### config.mk
export PLATFORM = sky130hd
export DESIGN_NAME = acl_codec_link
export DESIGN_NICKNAME = d
export VERILOG_FILES = /design/src/rtl/acl_pkg.sv /design/src/rtl/acl_bitclk_gen.sv /design/src/rtl/acl_codec_link.sv
export SDC_FILE = /design/constraint.sdc
export NUM_CORES = 1
export LEC_CHECK = 0
export BUFFER_PORTS_ARGS = -buffer_cell sky130_fd_sc_hd__buf_4
export CAP_MARGIN = 20
export CORE_MARGIN = 4
export CORE_UTILIZATION = 50
export CTS_BUF_LIST = sky130_fd_sc_hd__clkbuf_8 sky130_fd_sc_hd__clkbuf_16
export DETAILED_ROUTE_END_ITERATION = 10
export HOLD_SLACK_MARGIN = 0.15
export PLACE_DENSITY = 0.82
export REMOVE_ABC_BUFFERS = 1
export SLEW_MARGIN = 20
export SYNTH_ARGS = -nofsm -noshare
export SYNTH_HDL_FRONTEND = slang
export SYNTH_SLANG_ARGS = --single-unit
### constraint.sdc
create_clock -name sys_clk -period 1.83 [get_ports sys_clk]
set_input_delay 0.183 -clock sys_clk [delete_from_list [all_inputs] [get_ports sys_clk]]
set_output_delay 0.183 -clock sys_clk [all_outputs]
set_load 0.01 [all_outputs]
### src/rtl/acl_pkg.sv
// Constants and types shared by the codec-side link port
package acl_pkg;
  localparam int CLK_PERIOD_PS = 5000;
  localparam int BITCLK_PERIOD_PS = 81400;
  localparam int BITCLK_HALF_CYC = BITCLK_PERIOD_PS / 2 / CLK_PERIOD_PS;
  localparam int COLD_RESET_MIN_PS = 1000000;
  localparam int WARM_SYNC_MIN_PS = 1000000;
  localparam int STARTUP_PS = 162800;
  localparam int STARTUP_CYC = (STARTUP_PS + CLK_PERIOD_PS - 1) / CLK_PERIOD_PS;
  localparam int PDOWN_MAX_PS = 1000000;
  localparam int PDOWN_MAX_CYC = PDOWN_MAX_PS / CLK_PERIOD_PS;
  localparam int ATE_OFF_PS = 25000;
  localparam int ATE_OFF_CYC = ATE_OFF_PS / CLK_PERIOD_PS;
  localparam int FRAME_BITS = 256;
  localparam int TAG_BITS = 16;
  localparam int SLOT_BITS = 20;
  localparam logic [7:0] SLOT2_LAST_BIT = 8'(TAG_BITS + 2 * SLOT_BITS - 1);
  localparam int PIN_RESET = 0;
  localparam int PIN_SYNC = 1;
  localparam int PIN_DOUT = 2;
  localparam int PIN_COUNT = 3;

  typedef enum logic [2:0] {
    ST_RESET,
    ST_START,
    ST_RUN,
    ST_PDOWN,
    ST_WARM,
    ST_ATE
  } acl_state_t;

  typedef struct packed {
    logic level;
    logic [3:0] cnt;
  } acl_gen_t;

  typedef struct packed {
    acl_state_t state;
    logic [PIN_COUNT-1:0] s1;
    logic [PIN_COUNT-1:0] s2;
    logic rstPrev;
    logic syncPrev;
    logic [5:0] cnt;
    logic [7:0] bitIdx;
    logic pdPending;
    logic sdataIn;
    logic rxBit;
    logic rxValid;
    logic rxSync;
    logic frameStart;
  } acl_link_t;
endpackage

### src/rtl/acl_bitclk_gen.sv
// Bit clock divider with edge strobes
`timescale 1ns/1ps
module acl_bitclk_gen (
  input wire logic sys_clk,
  input wire logic sys_rst,
  input wire logic run,
  output logic bitClk,
  output logic risePulse,
  output logic fallPulse
);
  acl_pkg::acl_gen_t st;
  acl_pkg::acl_gen_t next_st;
  logic halfDone;

  assign halfDone = st.cnt == 4'(acl_pkg::BITCLK_HALF_CYC - 1);
  assign risePulse = run && halfDone && !st.level;
  assign fallPulse = run && halfDone && st.level;
  assign bitClk = st.level;

  always_comb begin
    next_st = st;
    if (!run) begin
      next_st.level = 1'b0;
      next_st.cnt = 4'h0;
    end else if (halfDone) begin
      next_st.level = !st.level;
      next_st.cnt = 4'h0;
    end else begin
      next_st.cnt = st.cnt + 4'h1;
    end
  end

  always_ff @(posedge sys_clk) begin
    if (sys_rst) begin
      st <= '0;
    end else begin
      st <= next_st;
    end
  end
endmodule

### src/rtl/acl_codec_link.sv
// Codec-side serial link port: resets, framing, power-down and test mode
// Contract
// A cold reset holds the reset pin low at least 1.0 us and the bit clock starts no sooner than 162.8 ns after.
// A warm reset is a sync pulse of at least 1.0 us sent while the bit clock is stopped.
// After the warm-reset sync falls the bit clock restarts no sooner than 162.8 ns later.
// The bit clock runs near 12.288 MHz with each phase within a 45/55 split.
// The controller sends sync at 48 kHz, high about 1.3 us and low about 19.5 us.
// Link data is sampled on the falling bit clock edge and launched on the rising edge.
// On power-down the bit clock and input data go low within 1.0 us after slot 2 ends.
// For normal start the controller keeps sync and output data low through reset release.
// Output data high at reset release puts every link output into high impedance within 25 ns.
// Test mode holds until another reset with all link signals low restores normal operation.
// A frame is 256 bit clocks with sync high for the first 16, launched on a rising edge.
// While powered down the input data stays low and traffic is ignored until a reset.
`timescale 1ns/1ps
module acl_codec_link (
  input wire logic sys_clk,
  input wire logic sys_rst,
  input wire logic resetN,
  input wire logic syncPin,
  input wire logic sdataOutPin,
  output logic bitClk,
  output logic bitClkOeN,
  output logic sdataIn,
  output logic sdataInOeN,
  input wire logic txBit,
  output logic txReady,
  output logic rxBit,
  output logic rxValid,
  output logic rxSync,
  output logic frameStart,
  output logic [7:0] bitIndex,
  input wire logic pdReq,
  output logic poweredDown,
  output logic testMode
);
  acl_pkg::acl_link_t st;
  acl_pkg::acl_link_t next_st;
  logic run;
  logic risePulse;
  logic fallPulse;
  logic rstRise;
  logic syncS;
  logic doutS;
  logic [7:0] nextIdx;

  assign run = st.state == acl_pkg::ST_RUN;
  assign syncS = st.s2[acl_pkg::PIN_SYNC];
  assign doutS = st.s2[acl_pkg::PIN_DOUT];
  assign rstRise = st.s2[acl_pkg::PIN_RESET] && !st.rstPrev;
  assign nextIdx = (syncS && !st.syncPrev) ? 8'h00 : st.bitIdx + 8'h01;

  acl_bitclk_gen u_gen (
    .sys_clk(sys_clk),
    .sys_rst(sys_rst),
    .run(run),
    .bitClk(bitClk),
    .risePulse(risePulse),
    .fallPulse(fallPulse)
  );

  always_comb begin
    next_st = st;
    next_st.s1[acl_pkg::PIN_RESET] = resetN;
    next_st.s1[acl_pkg::PIN_SYNC] = syncPin;
    next_st.s1[acl_pkg::PIN_DOUT] = sdataOutPin;
    next_st.s2 = st.s1;
    next_st.rstPrev = st.s2[acl_pkg::PIN_RESET];
    next_st.rxValid = 1'b0;
    next_st.frameStart = 1'b0;
    case (st.state)
      acl_pkg::ST_RESET: begin
        if (rstRise) begin
          if (doutS) begin
            next_st.state = acl_pkg::ST_ATE;
          end else begin
            next_st.state = acl_pkg::ST_START;
            next_st.cnt = 6'h00;
          end
        end
      end
      acl_pkg::ST_START: begin
        if (st.cnt == 6'(acl_pkg::STARTUP_CYC - 1)) begin
          next_st.state = acl_pkg::ST_RUN;
          next_st.syncPrev = 1'b0;
          next_st.bitIdx = 8'hff;
        end else begin
          next_st.cnt = st.cnt + 6'h01;
        end
      end
      acl_pkg::ST_RUN: begin
        next_st.pdPending = st.pdPending | pdReq;
        if (risePulse) begin
          next_st.sdataIn = txBit;
        end
        if (fallPulse) begin
          next_st.rxBit = doutS;
          next_st.rxValid = 1'b1;
          next_st.rxSync = syncS;
          next_st.syncPrev = syncS;
          next_st.bitIdx = nextIdx;
          next_st.frameStart = syncS && !st.syncPrev;
          if (st.pdPending && nextIdx == acl_pkg::SLOT2_LAST_BIT) begin
            next_st.state = acl_pkg::ST_PDOWN;
            next_st.pdPending = pdReq;
          end
        end
      end
      acl_pkg::ST_PDOWN: begin
        if (syncS) begin
          next_st.state = acl_pkg::ST_WARM;
        end
      end
      acl_pkg::ST_WARM: begin
        if (!syncS) begin
          next_st.state = acl_pkg::ST_START;
          next_st.cnt = 6'h00;
        end
      end
      acl_pkg::ST_ATE: begin
        if (rstRise && !doutS && !syncS) begin
          next_st.state = acl_pkg::ST_START;
          next_st.cnt = 6'h00;
        end
      end
      default: begin
        next_st.state = acl_pkg::ST_RESET;
      end
    endcase
    // Held reset sends every state but test mode back to reset, clearing the counter and pending power-down
    if (!st.s2[acl_pkg::PIN_RESET] && st.state != acl_pkg::ST_ATE) begin
      next_st.state = acl_pkg::ST_RESET;
      next_st.cnt = 6'h00;
      next_st.pdPending = 1'b0;
    end
    if (next_st.state != acl_pkg::ST_RUN) begin
      next_st.sdataIn = 1'b0;
    end
  end

  always_ff @(posedge sys_clk) begin
    if (sys_rst) begin
      st <= '0;
    end else begin
      st <= next_st;
    end
  end

  assign txReady = risePulse && run;
  assign sdataIn = st.sdataIn;
  assign rxBit = st.rxBit;
  assign rxValid = st.rxValid;
  assign rxSync = st.rxSync;
  assign frameStart = st.frameStart;
  assign bitIndex = st.bitIdx;
  assign poweredDown = st.state == acl_pkg::ST_PDOWN || st.state == acl_pkg::ST_WARM;
  assign testMode = st.state == acl_pkg::ST_ATE;
  assign bitClkOeN = testMode;
  assign sdataInOeN = testMode;
endmodule

Word-level counts from Yosys, hierarchy flattened
Cells that the tools add are included.
{"block": "totals", "mem_count": 0, "inputBits": 7, "ff_bits": 36, "ramBits": 0, "mem_bits_ro": 0, "latchBits": 0}
{"block": "classes", "muxes": 25, "order_cmp": 0, "eq_ne": 17, "reduce_logical": 29, "bitwise_logic": 3, "div": 0, "shift": 0, "mul": 0, "addsub": 3}
{"op": "$mux 3", "n": 10}
{"op": "$mux 6", "n": 5}
{"op": "$pmux 6 s4", "n": 1}
{"op": "$pmux 3 s6", "n": 1}
{"op": "$mux 8", "n": 2}
{"op": "$pmux 8 s2", "n": 1}
{"op": "$logic_and 1x1->1", "n": 10}
{"op": "$ne 2x2->1 const B", "n": 5}
{"op": "$mux 9", "n": 1}
{"op": "$add 8x1->8 const B", "n": 1}
{"op": "$eq 8x6->1 const B", "n": 1}
{"op": "$add 6x1->6 const B", "n": 1}
{"op": "$eq 3x2->1 const B", "n": 2}
{"op": "$eq 3x3->1 const B", "n": 2}
{"op": "$eq 6x6->1 const B", "n": 1}
{"op": "$logic_not 1->1", "n": 6}
{"op": "$reduce_and 6->1", "n": 1}
{"op": "$reduce_or 2->1", "n": 3}
{"op": "$reduce_or 3->1", "n": 2}
{"op": "$add 4x1->4 const B", "n": 1}
{"op": "$eq 4x3->1 const B", "n": 1}
{"op": "$ne 2x1->1 const B", "n": 2}
{"op": "$reduce_and 2->1", "n": 2}
{"op": "$reduce_bool 4->1", "n": 1}
{"op": "other kinds (11)", "n": 14}

Longest topological paths before layout
{"block": "logic_depth", "word_depth": 11, "ltp_mapped": 7, "mapped_depth_nobuf": 6}

Hierarchy
Synthesis repeated with hierarchy kept, for this count alone.
{"block": "hier_totals", "hier_cells": 220, "area_unflattened_um2": 1860.5}
{"module": "acl_codec_link", "n_inst": 1, "cells_each": 199, "area_per_inst_um2": 1630.3}
{"module": "acl_bitclk_gen", "n_inst": 1, "cells_each": 21, "area_per_inst_um2": 230.2}

Worst setup path after synthesis
Ideal clock, no wire load.
{"block": "synth_path", "path_kind": "reg-to-reg", "start": "register u_gen.st[0] in the netlist's numbering", "end": "register st (netlist bit sdataIn)", "setup_slack_ns": 0.146, "arrival_ns": 1.546, "path_stages_with_launch": 8, "path_buffers": 1, "required_time_ns": 1.693, "synth_period_minus_slack_ns": 1.684, "path_cell_list": "dfxtp_1 > ha_1 > nand4b_1 > or2_1 > buf_6 > nor3_2 > and3_1 > a311oi_1"}
{"block": "synth_via", "elab_chain_len": 8, "word_cells_on_any_way": 10}
{"element": "start: declaration", "line_no": "acl_bitclk_gen.sv:11", "source": "acl_pkg::acl_gen_t st;"}
{"element": "start signal: assignment", "line_no": "acl_bitclk_gen.sv:37", "source": "st <= next_st;"}
{"element": "$eq 4x3->1 *", "line_no": "acl_bitclk_gen.sv:15", "source": "assign halfDone = st.cnt == 4'(acl_pkg::BITCLK_HALF_CYC - 1);"}
{"element": "$logic_and 1x1->1 *", "line_no": "acl_bitclk_gen.sv:16, acl_bitclk_gen.sv:17"}
{"element": "$logic_and 1x1->1", "line_no": "acl_bitclk_gen.sv:17", "source": "assign fallPulse = run && halfDone && st.level;"}
{"element": "$mux 3", "line_no": "acl_codec_link.sv:96", "source": "if (fallPulse) begin"}
{"element": "$pmux 3 s6", "line_no": "acl_codec_link.sv:71", "source": "case (st.state)"}
{"element": "$mux 3", "line_no": "acl_codec_link.sv:131", "source": "if (!st.s2[acl_pkg::PIN_RESET] && st.state != acl_pkg::ST_ATE) begin"}
{"element": "$ne 3x2->1", "line_no": "acl_codec_link.sv:136", "source": "if (next_st.state != acl_pkg::ST_RUN) begin"}
{"element": "$reduce_or 2->1 (no source line)"}
{"element": "end signal: assignment", "line_no": "acl_codec_link.sv:145", "source": "st <= next_st;"}
{"element": "end: declaration", "line_no": "acl_codec_link.sv:37", "source": "acl_pkg::acl_link_t st;"}
Mark *: on every way between the ends. The rest lies on a longest branch, timed or not.
A chain may end at the register's enable or synchronous reset.

Final worst setup path
{"block": "layout_path", "start": "register u_gen.st[1] in the netlist's numbering", "end": "register st[28] in the netlist's numbering"}
{"block": "layout_via", "elab_chain_len": 6}
{"element": "$eq 4x3->1", "line_no": "acl_bitclk_gen.sv:15"}
{"element": "$logic_and 1x1->1 (2 in a row)", "line_no": "acl_bitclk_gen.sv:17"}
{"element": "$mux 3", "line_no": "acl_codec_link.sv:96"}
{"element": "$pmux 3 s6", "line_no": "acl_codec_link.sv:71"}
{"element": "$mux 3", "line_no": "acl_codec_link.sv:131"}
No other way between the ends.

==> results.sh <==
export IMPL_status="finished, final reports clean"
export IMPL_final_net_count=257
export IMPL_die_x_um=67.4
export IMPL_core_area_um2=3360
export IMPL_grt_util_all_layers_pct=18.3
export IMPL_r2r_cells=6
export IMPL_seq_area_frac_synth_pct=40.9
export IMPL_leakage_nw=0.830
export IMPL_syn_avg_cell_area_um2=8.31
export IMPL_rows=21
export IMPL_cp_required_ns=2.05
export IMPL_cp_top_family="simple AND/OR/NAND/NOR gates"
export IMPL_synth_cell_type_count=47
export IMPL_yosys_area_top_type="dfxtp_1"
export IMPL_cp_num_buf_inv=0
export IMPL_cp_arrival_ns=1.98
export IMPL_portBuffers=25
export IMPL_routedWlPerCell_um=13.1
export IMPL_multi_input_area_um2=936
export IMPL_syn2layout_area_growth_pct=24.3
export IMPL_finalClockSkew_ns=0.00811
export IMPL_r2r_end="st[28]"
export IMPL_power_total_mw=1.52
export IMPL_worst_pin_slew_ns=0.874
export IMPL_diodes=0
export IMPL_io_pins=26
export IMPL_htreeDepth=2
export IMPL_hold_viol=0
export IMPL_cpPeakStageDelay_ns=0.38
export IMPL_worstHoldPathType="input port to flip-flop"
export IMPL_drcViolationCount=0
export IMPL_clock_fmax_ghz=0.569
export IMPL_cp_slowest_cell="dfxtp_1"
export IMPL_routed_via_density=5.54
export IMPL_synth_ff_type="dfxtp_1"
export IMPL_synth_area_leaders="dfxtp_1 41%, a21oi_1 4.8%, nand2_1 4.7%, buf_4 4.3%, nor2b_1 3.6%"
export IMPL_cellPowerDensity_nw_per_um2=693
export IMPL_fillers=314
export IMPL_setup_violations=0
export IMPL_cts_root_buf="clkbuf_8"
export IMPL_reg2reg_from="u_gen.st[1]"
export IMPL_clkTransAtPathRegs_ns=0.07
export IMPL_path_class="flip-flop to flip-flop"
export IMPL_critPathLaunch="u_gen.st[1]"
export IMPL_worstSkewPairLatency_ns=0.28
export IMPL_reg2reg_slack_ns=0.07
export IMPL_gp_congestion=0.853
export IMPL_drt_iter0_markers=64
export IMPL_hpwl_um=2740
export IMPL_fin_tns_setup_ns=0
export IMPL_cp_max_fo=5
export IMPL_max_vdd_ir_drop_mv=0.572
export IMPL_cts_sinks=36
export IMPL_whs_endpoint="st[20]"
export IMPL_dieArea_um2=4540
export IMPL_final_util_pct=65.1
export IMPL_start_util_pct=52.4
export IMPL_cts_buffers_inserted=5
export IMPL_finalCritPeriodShare_pct=96.1
export IMPL_drv_cap=0
export IMPL_ant_nets=0
export IMPL_yosys_warnings=0
export IMPL_synthCells=212
export IMPL_cts_tree="done"
export IMPL_crit_chain="ha_4 -> nand4b_1 -> or2_1 -> nor3_2 -> and3_4 -> a41o_1"
export IMPL_firstDrtPassIters=4
export IMPL_syn_area_um2=1760
export IMPL_startpoint_type="flip-flop"
export IMPL_grt_pass1_vias=1441
export IMPL_synth_edf_count=0
export IMPL_grt_max_degree=19
export IMPL_end_kind="flip-flop"
export IMPL_cts_max_path_buffers=2
export IMPL_die_h_um=67.4
export IMPL_fin_crit_ns=1.76
export IMPL_final_layout_size_suffix_gt1_share_pct=23.9
export IMPL_grt_pass1_wl_um=6380
export IMPL_synthArstFlopShare_pct=0
export IMPL_maxSlewViolCount=0
export IMPL_routed_wl_um=3850
export IMPL_holdPathStages=2
export IMPL_antenna_found_initial=0
export IMPL_ys_ff_latch=36
export IMPL_grt_overflow_total=0
export IMPL_yosysTopAreaCellShare_pct=40.9
export IMPL_relSlewSlack_pct=40.8
export IMPL_final_seq_area_um2=722
export IMPL_min_from="sys_rst"
export IMPL_num_vias=1622
worst max-delay path by stage:
stage                        to  slack [ns]  depth (start not counted)
floorplan               sdataIn      -0.005                          5
global placement    bitIndex[5]        0.11                          6
detailed placement  bitIndex[6]       0.005                          6
CTS                      st[28]       0.008                          6
global route             st[28]       -0.03                          6
finish                   st[28]        0.07                          6
Yosys cell counts (2+ instances only):
cell type   n
buf_4      10
dfxtp_1    36
nand2b_1    4
nor2_1     14
a211oi_1    3
a21oi_1    17
nand3_1    10
nand4_1     5
clkbuf_1    4
nand2_1    22
inv_1       7
nor3_1     12
ha_1        4
buf_1       2
nand3b_1    3
or3_1       4
nor2b_1    10
o21ai_0     9
and3_1      2
xnor2_1     2
o21a_1      3
a31oi_1     3
o211ai_1    2
kinds of logic (layout without fill, tap and decap cells):
family / count (synthesis) / count (layout) / share of synthesized area [%]
DFF: 36 / 36 / 40.9
AOI/OAI and AO/OA: 47 / 47 / 17.1
muxes: 1 / 1 / 0.639
buffers and inverters: 24 / 59 / 7.67
xor gates and xnor gates: 3 / 3 / 1.49
adders and majority gates: 4 / 4 / 2.84
and+or+nand+nor: 97 / 97 / 29.3
placed cells by master, fill, tap and decap left out, types with 8 or more instances in the layout:
cell,count
nor2b_1,10
nand3_1,10
nor2_1,14
dfxtp_1,35
o21ai_0,9
nor3_1,11
buf_4,40
nand2_1,22
a21oi_1,17
inv_1,8
power breakdown:
group / leakage [nW] / switching [mW] / internal, mW
combinational: 0.478 / 0.0286 / 0.0273
clock: 0.0593 / 0.270 / 0.398
sequential: 0.292 / 0.00322 / 0.790
flip-flops by register name (all words and copies together) (netlist names), 4 cells and up:
signal / cells
next_st: 4
st: 13
u_gen.st: 4
bitIndex: 8
layout make-up:
class / count / share of cell area, %
flip-flops and latches: 36 / 33.0
multi-input cells: 152 / 42.7
well taps: 46 / 2.63
clock buffers: 5 / 3.14
clock inverters: 3 / 1.77
repair buffers: 44 / 15.5
inverters: 7 / 1.20
stage by stage:
stage               area [um^2]  hold WS (ns)  setup slack [ns]  std cells
floorplan                  1650         0.252          -0.00458        195
global route               2190         0.222           -0.0296        293
detailed placement         2000         0.408           0.00544        279
CTS                        2150         0.199           0.00803        291
global placement           2000         0.393             0.107        279
finish                     2190         0.206            0.0713        293
repair_timing:
action | 4_1_cts | 5_1_grt
endpoints found under the setup margin | 2 | 14
buffers inserted | 0 | 2
hold buffers | 4 | 0
hold endpoints to repair | 4 | 0
pin swaps | 0 | 5
resized for setup | 1 | 5
layer usage:
layer	up-vias	part of all wire, %	GRT usage [%]
li1	821	-	-
met1	752	47	24.6
met2	42	47	28.6
met3	7	5.2	5.16
met4	0	1.0	4.81
met5	-	0	0
No activity file was read; power rests on OpenSTA's default activity.
